===== config.mk =====
export PLATFORM = sky130hd
export DESIGN_NAME = tcv_regs
export DESIGN_NICKNAME = d
export VERILOG_FILES = /design/src/verilog/tcv_regs.v
export VERILOG_INCLUDE_DIRS = /design/src /design/src/verilog
export SDC_FILE = /design/constraint.sdc
export NUM_CORES = 1
export LEC_CHECK = 0
export BUFFER_PORTS_ARGS = -buffer_cell sky130_fd_sc_hd__buf_2
export CAP_MARGIN = 10
export CORE_AREA = 3 3 131 133
export DETAILED_ROUTE_END_ITERATION = 6
export DIE_AREA = 0 0 134 136
export HOLD_SLACK_MARGIN = 0.15
export PLACE_DENSITY = 0.75
export SLEW_MARGIN = 10
export SYNTH_ARGS = -nofsm -noshare
export SYNTH_HDL_FRONTEND = slang
export SYNTH_SLANG_ARGS = --single-unit
export TNS_END_PERCENT = 100

===== constraint.sdc =====
create_clock -name i_clk -period 1.6 [get_ports i_clk]
set_input_delay 0.16 -clock i_clk [delete_from_list [all_inputs] [get_ports i_clk]]
set_output_delay 0.16 -clock i_clk [all_outputs]
set_load 0.05 [all_outputs]

===== src/verilog/tcv_defines.vh =====
`ifndef TCV_DEFINES_VH
`define TCV_DEFINES_VH
// Register indices (byte addresses on the 6-bit port)
`define TCV_ADDR_W 6
`define TCV_OFF_PA_VEC 6'h02
`define TCV_OFF_PB_VEC 6'h03
`define TCV_OFF_CT_VEC 6'h04
`define TCV_OFF_T1_TC_HI 6'h16
`define TCV_OFF_T1_TC_LO 6'h17
`define TCV_OFF_T2_TC_HI 6'h18
`define TCV_OFF_T2_TC_LO 6'h19
`define TCV_OFF_T3_TC_HI 6'h1A
`define TCV_OFF_T3_TC_LO 6'h1B
`define TCV_OFF_CUR_VEC 6'h1F
// Count readout registers and control register (chosen offsets)
`define TCV_OFF_T1_CNT_HI 6'h10
`define TCV_OFF_T1_CNT_LO 6'h11
`define TCV_OFF_T2_CNT_HI 6'h12
`define TCV_OFF_T2_CNT_LO 6'h13
`define TCV_OFF_T3_CNT_HI 6'h14
`define TCV_OFF_T3_CNT_LO 6'h15
`define TCV_OFF_CTRL 6'h20
`define TCV_OFF_FREEZE 6'h21
// Control register fields
`define TCV_CTRL_MIE 0
`define TCV_CTRL_PA_VIS 1
`define TCV_CTRL_PB_VIS 2
`define TCV_CTRL_CT_VIS 3
`define TCV_CTRL_PA_PEV 4
`define TCV_CTRL_PB_PEV 5
`define TCV_CTRL_RST 8'h00
// Vector status codes for the timer vector, bits 2:1
`define TCV_CT_ST_T3 2'h0
`define TCV_CT_ST_T2 2'h1
`define TCV_CT_ST_T1 2'h2
`define TCV_CT_ST_ERR 2'h3
`define TCV_NONE_VEC 8'hFF
`define TCV_READ_ZERO 8'h00
`endif


===== src/verilog/tcv_regs.v =====
`timescale 1ns/1ps
`include "tcv_defines.vh"

module tcv_regs (
    // Clock and reset
    input wire i_clk,
    input wire i_rstn,
    // Register port
    input wire [5:0] i_addr,
    input wire [7:0] i_wdata,
    input wire i_wr,
    input wire i_rd,
    output wire [7:0] o_rdata,
    // Timer side, one bit or word per timer 1..3
    input wire [2:0] i_trigger,
    input wire [2:0] i_timer_enable,
    input wire [47:0] i_down_count,
    output wire [47:0] o_reload_value,
    output wire [2:0] o_reload_load,
    output wire [2:0] o_count_freeze_command,
    // Interrupt state: bit order t1, t2, t3, port A, port B
    input wire [4:0] i_request_pending,
    input wire [4:0] i_request_enable,
    input wire [2:0] i_timer_error,
    input wire [1:0] i_port_error,
    input wire [7:0] i_port_a_match,
    input wire [7:0] i_port_b_match,
    // Acknowledge vector
    input wire i_ack,
    output wire [7:0] o_ack_vector,
    output wire o_ack_valid,
    // Mode and enable bits held here
    output wire o_master_interrupt_enable
);

// ==========================================================
// Helper functions
// Highest set bit number, bit 7 first; no match gives 0
function [2:0] tcv_prio8;
    input [7:0] m;
    integer k;
    begin
        tcv_prio8 = 3'h0;
        for (k = 0; k < 8; k = k + 1) begin
            if (m[k]) begin
                tcv_prio8 = k[2:0];
            end
        end
    end
endfunction

// Port vector with status in bits 3:1
function [7:0] tcv_port_vec;
    input [7:0] vec;
    input pev;
    input [7:0] match;
    input err;
    begin
        if (pev) begin
            tcv_port_vec = {vec[7:4], tcv_prio8(match), vec[0]};
        end else begin
            tcv_port_vec = {vec[7:4], err, 2'h0, vec[0]};
        end
    end
endfunction

// Timer status code of the highest pending timer
// With no timer pending the code of timer 1, or the error code if timer 1
// faults, is given; a vector read then shows it, but no timer is waiting to be missed.
function [1:0] tcv_ct_status;
    input [2:0] pend;
    input [2:0] err;
    begin
        if (pend[2]) begin
            tcv_ct_status = err[2] ? `TCV_CT_ST_ERR : `TCV_CT_ST_T3;
        end else if (pend[1]) begin
            tcv_ct_status = err[1] ? `TCV_CT_ST_ERR : `TCV_CT_ST_T2;
        end else begin
            tcv_ct_status = err[0] ? `TCV_CT_ST_ERR : `TCV_CT_ST_T1;
        end
    end
endfunction

// ==========================================================
// Storage
reg [7:0] reload_hi_ff [0:2];
reg [7:0] reload_lo_ff [0:2];
reg [15:0] readout_ff [0:2];
reg [2:0] freeze_ff;
reg [7:0] pa_vec_ff;
reg [7:0] pb_vec_ff;
reg [7:0] ct_vec_ff;
reg [7:0] ctrl_ff;
reg [7:0] rdata_ff;
reg [47:0] reload_out_ff;
reg [2:0] load_ff;
reg [7:0] ack_vec_ff;
reg ack_valid_ff;

reg [7:0] nxt_rdata;
reg [2:0] nxt_freeze;
reg [7:0] pa_full;
reg [7:0] pb_full;
reg [7:0] ct_full;
reg [7:0] cur_vec;
reg [1:0] ct_code;
wire [4:0] live;
wire master_interrupt_enable;

assign master_interrupt_enable = ctrl_ff[`TCV_CTRL_MIE];
assign live = i_request_pending & i_request_enable;

// ==========================================================
// Status-merged vectors
always @* begin
    ct_code = tcv_ct_status(live[2:0], i_timer_error);
    pa_full = tcv_port_vec(pa_vec_ff, ctrl_ff[`TCV_CTRL_PA_PEV],
        i_port_a_match, i_port_error[0]);
    pb_full = tcv_port_vec(pb_vec_ff, ctrl_ff[`TCV_CTRL_PB_PEV],
        i_port_b_match, i_port_error[1]);
    ct_full = {ct_vec_ff[7:3], ct_code, ct_vec_ff[0]};
end

// ==========================================================
// Current vector for polling and acknowledge
// Each source obeys its own merge bit here, unlike register
// reads, which follow the master enable alone.
always @* begin
    if (live[2]) begin
        cur_vec = ctrl_ff[`TCV_CTRL_CT_VIS] ? ct_full : ct_vec_ff;
    end else if (live[3]) begin
        cur_vec = ctrl_ff[`TCV_CTRL_PA_VIS] ? pa_full : pa_vec_ff;
    end else if (live[1]) begin
        cur_vec = ctrl_ff[`TCV_CTRL_CT_VIS] ? ct_full : ct_vec_ff;
    end else if (live[4]) begin
        cur_vec = ctrl_ff[`TCV_CTRL_PB_VIS] ? pb_full : pb_vec_ff;
    end else if (live[0]) begin
        cur_vec = ctrl_ff[`TCV_CTRL_CT_VIS] ? ct_full : ct_vec_ff;
    end else begin
        cur_vec = `TCV_NONE_VEC;
    end
end

// ==========================================================
// Read mux
// Unmapped addresses read as zero, and so does every cycle
// without a read strobe, whatever the address shows.
always @* begin
    nxt_rdata = `TCV_READ_ZERO;
    if (i_rd) begin
        if (i_addr == `TCV_OFF_PA_VEC) begin
            nxt_rdata = master_interrupt_enable ? pa_full : pa_vec_ff;
        end else if (i_addr == `TCV_OFF_PB_VEC) begin
            nxt_rdata = master_interrupt_enable ? pb_full : pb_vec_ff;
        end else if (i_addr == `TCV_OFF_CT_VEC) begin
            nxt_rdata = master_interrupt_enable ? ct_full : ct_vec_ff;
        end else if (i_addr == `TCV_OFF_T1_TC_HI) begin
            nxt_rdata = reload_hi_ff[0];
        end else if (i_addr == `TCV_OFF_T1_TC_LO) begin
            nxt_rdata = reload_lo_ff[0];
        end else if (i_addr == `TCV_OFF_T2_TC_HI) begin
            nxt_rdata = reload_hi_ff[1];
        end else if (i_addr == `TCV_OFF_T2_TC_LO) begin
            nxt_rdata = reload_lo_ff[1];
        end else if (i_addr == `TCV_OFF_T3_TC_HI) begin
            nxt_rdata = reload_hi_ff[2];
        end else if (i_addr == `TCV_OFF_T3_TC_LO) begin
            nxt_rdata = reload_lo_ff[2];
        end else if (i_addr == `TCV_OFF_T1_CNT_HI) begin
            nxt_rdata = readout_ff[0][15:8];
        end else if (i_addr == `TCV_OFF_T1_CNT_LO) begin
            nxt_rdata = readout_ff[0][7:0];
        end else if (i_addr == `TCV_OFF_T2_CNT_HI) begin
            nxt_rdata = readout_ff[1][15:8];
        end else if (i_addr == `TCV_OFF_T2_CNT_LO) begin
            nxt_rdata = readout_ff[1][7:0];
        end else if (i_addr == `TCV_OFF_T3_CNT_HI) begin
            nxt_rdata = readout_ff[2][15:8];
        end else if (i_addr == `TCV_OFF_T3_CNT_LO) begin
            nxt_rdata = readout_ff[2][7:0];
        end else if (i_addr == `TCV_OFF_CUR_VEC) begin
            nxt_rdata = cur_vec;
        end else if (i_addr == `TCV_OFF_CTRL) begin
            nxt_rdata = ctrl_ff;
        end else if (i_addr == `TCV_OFF_FREEZE) begin
            nxt_rdata = {5'h00, freeze_ff};
        end
    end
end

// ==========================================================
// Freeze control
// Software reads the high byte first: the low byte read is
// what lets the readout follow the counter again.
always @* begin
    nxt_freeze = freeze_ff;
    if (i_wr && i_addr == `TCV_OFF_FREEZE) begin
        nxt_freeze = freeze_ff | (i_wdata[2:0] & i_timer_enable);
    end
    if (i_rd && i_addr == `TCV_OFF_T1_CNT_LO) begin
        nxt_freeze[0] = 1'b0;
    end
    if (i_rd && i_addr == `TCV_OFF_T2_CNT_LO) begin
        nxt_freeze[1] = 1'b0;
    end
    if (i_rd && i_addr == `TCV_OFF_T3_CNT_LO) begin
        nxt_freeze[2] = 1'b0;
    end
    nxt_freeze = nxt_freeze & i_timer_enable;
end

// ==========================================================
// Vector registers
// They carry no reset: software loads them once at start-up
// and expects them to survive a device reset.
// three vector registers
always @(posedge i_clk) begin
    if (i_wr) begin
        if (i_addr == `TCV_OFF_PA_VEC) begin
            pa_vec_ff <= i_wdata;
        end else if (i_addr == `TCV_OFF_PB_VEC) begin
            pb_vec_ff <= i_wdata;
        end else if (i_addr == `TCV_OFF_CT_VEC) begin
            ct_vec_ff <= i_wdata;
        end
    end
end

// ==========================================================
// Reload constants
// No reset here either; a reset between two byte writes leaves
// the half already written in place.
// reset leaves constants
always @(posedge i_clk) begin
    if (i_wr) begin
        if (i_addr == `TCV_OFF_T1_TC_HI) begin
            reload_hi_ff[0] <= i_wdata;
        end else if (i_addr == `TCV_OFF_T1_TC_LO) begin
            reload_lo_ff[0] <= i_wdata;
        end else if (i_addr == `TCV_OFF_T2_TC_HI) begin
            reload_hi_ff[1] <= i_wdata;
        end else if (i_addr == `TCV_OFF_T2_TC_LO) begin
            reload_lo_ff[1] <= i_wdata;
        end else if (i_addr == `TCV_OFF_T3_TC_HI) begin
            reload_hi_ff[2] <= i_wdata;
        end else if (i_addr == `TCV_OFF_T3_TC_LO) begin
            reload_lo_ff[2] <= i_wdata;
        end
    end
end

// ==========================================================
// Count readout
// Tracking is gated by the registered freeze bit only, so the
// word seen on the freeze write edge is the one that is held.
// track unless frozen
always @(posedge i_clk) begin
    if (!freeze_ff[0]) begin
        readout_ff[0] <= i_down_count[15:0];
    end
    if (!freeze_ff[1]) begin
        readout_ff[1] <= i_down_count[31:16];
    end
    if (!freeze_ff[2]) begin
        readout_ff[2] <= i_down_count[47:32];
    end
end

// ==========================================================
// Reload word towards the down-counters
// Registered so that word and load strobe move together; a
// byte written in the trigger cycle itself misses that load.
// reload on trigger
always @(posedge i_clk) begin
    reload_out_ff[15:0] <= {reload_hi_ff[0], reload_lo_ff[0]};
    reload_out_ff[31:16] <= {reload_hi_ff[1], reload_lo_ff[1]};
    reload_out_ff[47:32] <= {reload_hi_ff[2], reload_lo_ff[2]};
end

// ==========================================================
// Control register
// Reset clears the master enable, so vector reads give the raw
// stored vectors until software sets it again.
always @(posedge i_clk or negedge i_rstn) begin
    if (!i_rstn) begin
        ctrl_ff <= `TCV_CTRL_RST;
    end else if (i_wr && i_addr == `TCV_OFF_CTRL) begin
        ctrl_ff <= i_wdata;
    end
end

// ==========================================================
// Freeze command
// counter is never touched
always @(posedge i_clk or negedge i_rstn) begin
    if (!i_rstn) begin
        freeze_ff <= 3'h0;
    end else begin
        freeze_ff <= nxt_freeze;
    end
end

// ==========================================================
// Read data and load strobe
// Read data fall back to zero in every cycle without a read.
// load one cycle later
always @(posedge i_clk or negedge i_rstn) begin
    if (!i_rstn) begin
        rdata_ff <= `TCV_READ_ZERO;
        load_ff <= 3'h0;
    end else begin
        rdata_ff <= nxt_rdata;
        load_ff <= i_trigger;
    end
end

// ==========================================================
// Acknowledge vector
// Captured once per acknowledge and then held, so a later
// change of request state cannot alter the vector handed out.
// acknowledge vector
always @(posedge i_clk or negedge i_rstn) begin
    if (!i_rstn) begin
        ack_vec_ff <= `TCV_NONE_VEC;
        ack_valid_ff <= 1'b0;
    end else begin
        ack_valid_ff <= i_ack;
        if (i_ack) begin
            ack_vec_ff <= cur_vec;
        end
    end
end

assign o_reload_value = reload_out_ff;
assign o_reload_load = load_ff;
assign o_count_freeze_command = freeze_ff;
assign o_rdata = rdata_ff;
assign o_ack_vector = ack_vec_ff;
assign o_ack_valid = ack_valid_ff;
assign o_master_interrupt_enable = ctrl_ff[`TCV_CTRL_MIE];

endmodule


==> flow_results.org <==
** Pwr
- Summed over all cells, the static leakage comes to 4.76 nW.
- Tot Pwr :: 11.3 mW
- Per report_power, the combinational group accounts for 12.7% of the total.
- Of the total power, the share spent switching nets is 26.2%.
- Power density over cell area :: 988 nW/um^2
- Internal power component :: 8.37 mW
- Switching power :: 2.97 mW
- Worst IR drop on VDD :: 807 uV
- Of the total power, registers draw 50.3%.
- In this run, the clock network consumes 37.0% of the power.

** Synthesis
- The most used flip-flop cell after synthesis is edfxtp_1.
- Most frequent cells after synthesis :: edfxtp_1, dfxtp_1, nor2_1, o21ai_0, nand2_1
- Yosys instantiated no cell more often than edfxtp_1.
- After synthesis the cells add up to 7820 sq um.
- The synthesized netlist contains 71 unique library cells.
- Counting every net in the synthesized netlist gives 701.
- Of the synthesized area, sequential elements account for 68.4%.
- Post-synthesis cell type with the largest combined area :: edfxtp_1
- Number of enable flip-flop cells after synthesis :: 120
- Of all flip-flops after synthesis, the portion carrying an async set or reset was 15.6%.
- For this run, the number of Yosys warnings is 0.
- Synthesis inferred 199 register bits.
- Ranked by total cell area, the synthesized netlist is headed by edfxtp_1, dfxtp_1, dfrtp_1.
- Summed over its instances, the top area cell type makes up 46.1% of the synthesized netlist area.
- Cells after Synth :: 597
- Each instance of the synthesized netlist takes up on average 13.1 sq um.

** Timing
- Hold Worst Slack :: 0.240 ns
- Setup slack on the critical path of the routed design comes to -0.279 ns.
- Max transition margin :: 63.9%
- The number of pins with negative max-slew slack in the final report is 0.
- Setup violators final :: 2
- The number of hold violations in the final report came to 0.
- Shortest period the worst path allows :: 1.88 ns
- Setup repair after global routing could not meet its margin everywhere.
- For the pin with the worst max-slew slack, the measured transition is 0.537 ns.
- Total negative slack :: -0.327 ns
- Dividing the final minimum period by the clock period gives 117%.
- Across the routed clock network, the largest skew measured is 0.0100 ns.
- For this run, the top clock speed supported by timing is 532 MHz.

** Final layout
- Total Nets Final :: 1076
- The post-route netlist has 43.8% of its cells at a drive strength greater than 1.
- Area delta synth->final :: 46.8%
- Count of antenna diodes in the layout :: 0
- Fill cells in the final layout number 1122.

** Die
- The die covers 18200 sq um.
- Number of rows created at floorplan :: 46
- Count of boundary I/O pins :: 176
- Die extent in y :: 136 microns
- Placeable core region :: 15900 sq um
- For this configuration, the core starts out at a cell density of 49.1%.
- Measured along the x axis, the die boundary spans 134 microns.

** Worst setup path
- The number of cells on the worst reg-to-reg path is 5.
- The critical path starts at readout_ff[0][24]$_DFFE_PN_.
- Peak fanout along the critical path :: 1
- WP data required :: 1.91 ns
- Worst R2R Setup Slack :: -0.28 ns
- STA classifies the critical path endpoint as a register.
- Worst EP arrival :: 2.19 ns
- The worst setup path is of the reg2reg kind.
- The startpoint identified for the worst register-to-register timing path is readout_ff[0][24]$_DFFE_PN_.
- Following the worst setup path forward leads to its endpoint at o_rdata[0]$_DFF_PN0_.
- Critical path startpoint category :: register
- Crit Reg-Reg Endpoint :: o_rdata[0]$_DFF_PN0_

** GRT
- Entering global routing, the biggest net connects 20 pins.
- Final global-route overflow total :: 0
- Wire length of the first global-routing pass :: 40100 microns
- The number of antenna violations at the first check in global routing is 1.
- Global-route usage over all layers :: 29.4%
- Vias in the first global route :: 6966

** Worst hold path
- Hold Path Class :: in2reg

** Routing
- The detail route stage leaves a number of antenna-violating nets equal to 0.
- Routed wire per std cell :: 22.4 microns
- In this run, the number of DRC markers left after iteration 0 of detailed routing was 700.
- The final route contains 6794 vias.
- Vias/cell :: 5.66
- The first TritonRoute pass finished after 5 iterations.
- In the routed design, unresolved DRC markers number 0.
- The routed design has 26900 microns of wire.

** Outcome
- Outcome :: finished, violations left
- Failing checks :: setup timing

** Clock network
- TritonCTS built the clock tree.
- Counting the buffers created by CTS gives 17.
- The H-tree was split into 4 levels.
- Clock-pin slew on the worst setup and hold paths :: 0.08 ns
- Insertion delay of the later-clocked pin in the worst-skew pair :: 0.44 ns
- In this run the deepest clock path goes through 2 buffers.
- Total number of clock tree sinks :: 199
- Clock tree root driver cell :: clkbuf_16

** Job
- Max cap viols :: 0

** Place
- Placement-stage worst setup slack :: -0.668 ns
- Placed wire-length estimate :: 19200 microns
- Routability-driven placement finished with a final weighted congestion of 0.932.
- During placement, the flow inserted port buffers numbering 173.
power by group through the flow:
| stage | clock, mW | combinational [mW] | sequential (mW) |
|---|---|---|---|
| floorplan | 0 | 0.401 | 5.97 |
| global placement | 0 | 1.21 | 5.80 |
| detailed placement | 0 | 1.23 | 5.81 |
| CTS | 4.22 | 1.38 | 5.69 |
| global route | 4.44 | 1.52 | 5.71 |
| finish | 4.19 | 1.44 | 5.70 |
layout by cell type, fill, tap and decap left out, drive strengths merged, types with 3 or more instances in the layout:
cell type	instances
edfxtp	120
and3	7
clkbuf	20
nand2	39
a221oi	5
dfxtp	48
nand2b	9
a22oi	6
a31oi	10
a211oi	6
a21oi	32
dfstp	8
nor2	45
o31ai	4
o211ai	12
inv	22
buf	316
mux2	16
o21ai	40
mux2i	10
o32ai	4
dfrtp	23
o22ai	4
or4b	3
nor2b	13
nor4	4
dlygate4sd3	66
clkinv	4
a2111oi	5
nand3	20
nor3	8
and2	7
a221o	3
o221ai	6
or3	3
flip-flops by register name, summed over array words and instances (netlist names):
signal	flops
o_reload_value	48
readout_ff	48
reload_hi_ff	24
reload_lo_ff	24
ct_vec_ff	8
ctrl_ff	8
o_ack_vector	8
o_rdata	8
pa_vec_ff	8
pb_vec_ff	8
o_count_freeze_command	3
o_reload_load	3
o_ack_valid	1
worst max-delay path, stage by stage, from the launching register on:
cell	delay (ns)
edfxtp_1	0.40
mux4_2	0.51
a221oi_2	0.29
o221ai_2	0.17
a221oi_2	0.27
o21ai_1	0.10
metrics by stage:
stage	cell area, sq um	cells	util (%)
floorplan	7940	597	-
global placement	10000	1100	62.8
detailed placement	10000	1100	62.8
CTS	11300	1198	70.8
global route	11500	1201	72.0
finish	11500	1201	72.0
repair_timing:
| action | in CTS | in global routing |
|---|---|---|
| setup endpoints to repair | 6 | 8 |
| endpoints found under the hold margin | 154 | 3 |
| pin swaps | 5 | 14 |
| setup buffers | 2 | 2 |
| resized for setup | 12 | 36 |
| hold buffers | 65 | 1 |
cell families (layout without fill, tap and decap cells):
kind of cell           after synthesis  in the layout  share of synthesized area, %
AO/OA/AOI/OAI                      160            160                          13.8
flip-flops                         199            199                          68.4
AND/OR/NAND/NOR                    170            170                          11.4
multiplexers                        28             28                          4.16
buffers and inverters               40            428                          2.22
layer usage:
| metal | share of wire, % | up-vias | track usage, % | wire [microns] |
|---|---|---|---|---|
| li1 | - | 3047 | - | - |
| met2 | 49 | 376 | 49.1 | 13300 |
| met5 | 0.048 | - | 0 | 13 |
| met1 | 40 | 3296 | 38.5 | 10800 |
| met4 | 2.8 | 2 | 9.66 | 749 |
| met3 | 7.5 | 73 | 6.48 | 2030 |
worst min-delay path by stage:
stage / start / end / slack (ns) / depth (start not counted)
final: i_wr / o_count_freeze_command[0]$_DFF_PN0_ / 0.24 / 4
after global routing: i_wr / o_count_freeze_command[0]$_DFF_PN0_ / 0.25 / 4
after CTS: i_wdata[5] / reload_lo_ff[0][13]$_DFFE_PP_ / 0.15 / 1
after detailed placement: i_rstn / o_reload_load[2]$_DFF_PN0_ / 0.02 / 1
after global placement: i_rstn / o_reload_load[2]$_DFF_PN0_ / 0.02 / 1
after floorplan: i_rstn / ctrl_ff[0]$_DFFE_PN0P_ / -0.14 / 0
cell type report:
cell class | count | area [sq um] | share of cell area [%]
Sequential cell | 199 | 5350 | 46.6
Tap cell | 216 | 270 | 2.35
Clock buffer | 19 | 443 | 3.86
Timing Repair Buffer | 383 | 2660 | 23.2
Inverter | 13 | 48.8 | 0.425
Multi-Input combinational cell | 358 | 2570 | 22.4
Clock inverter | 13 | 129 | 1.12
Power figures use the tool's default switching activity.
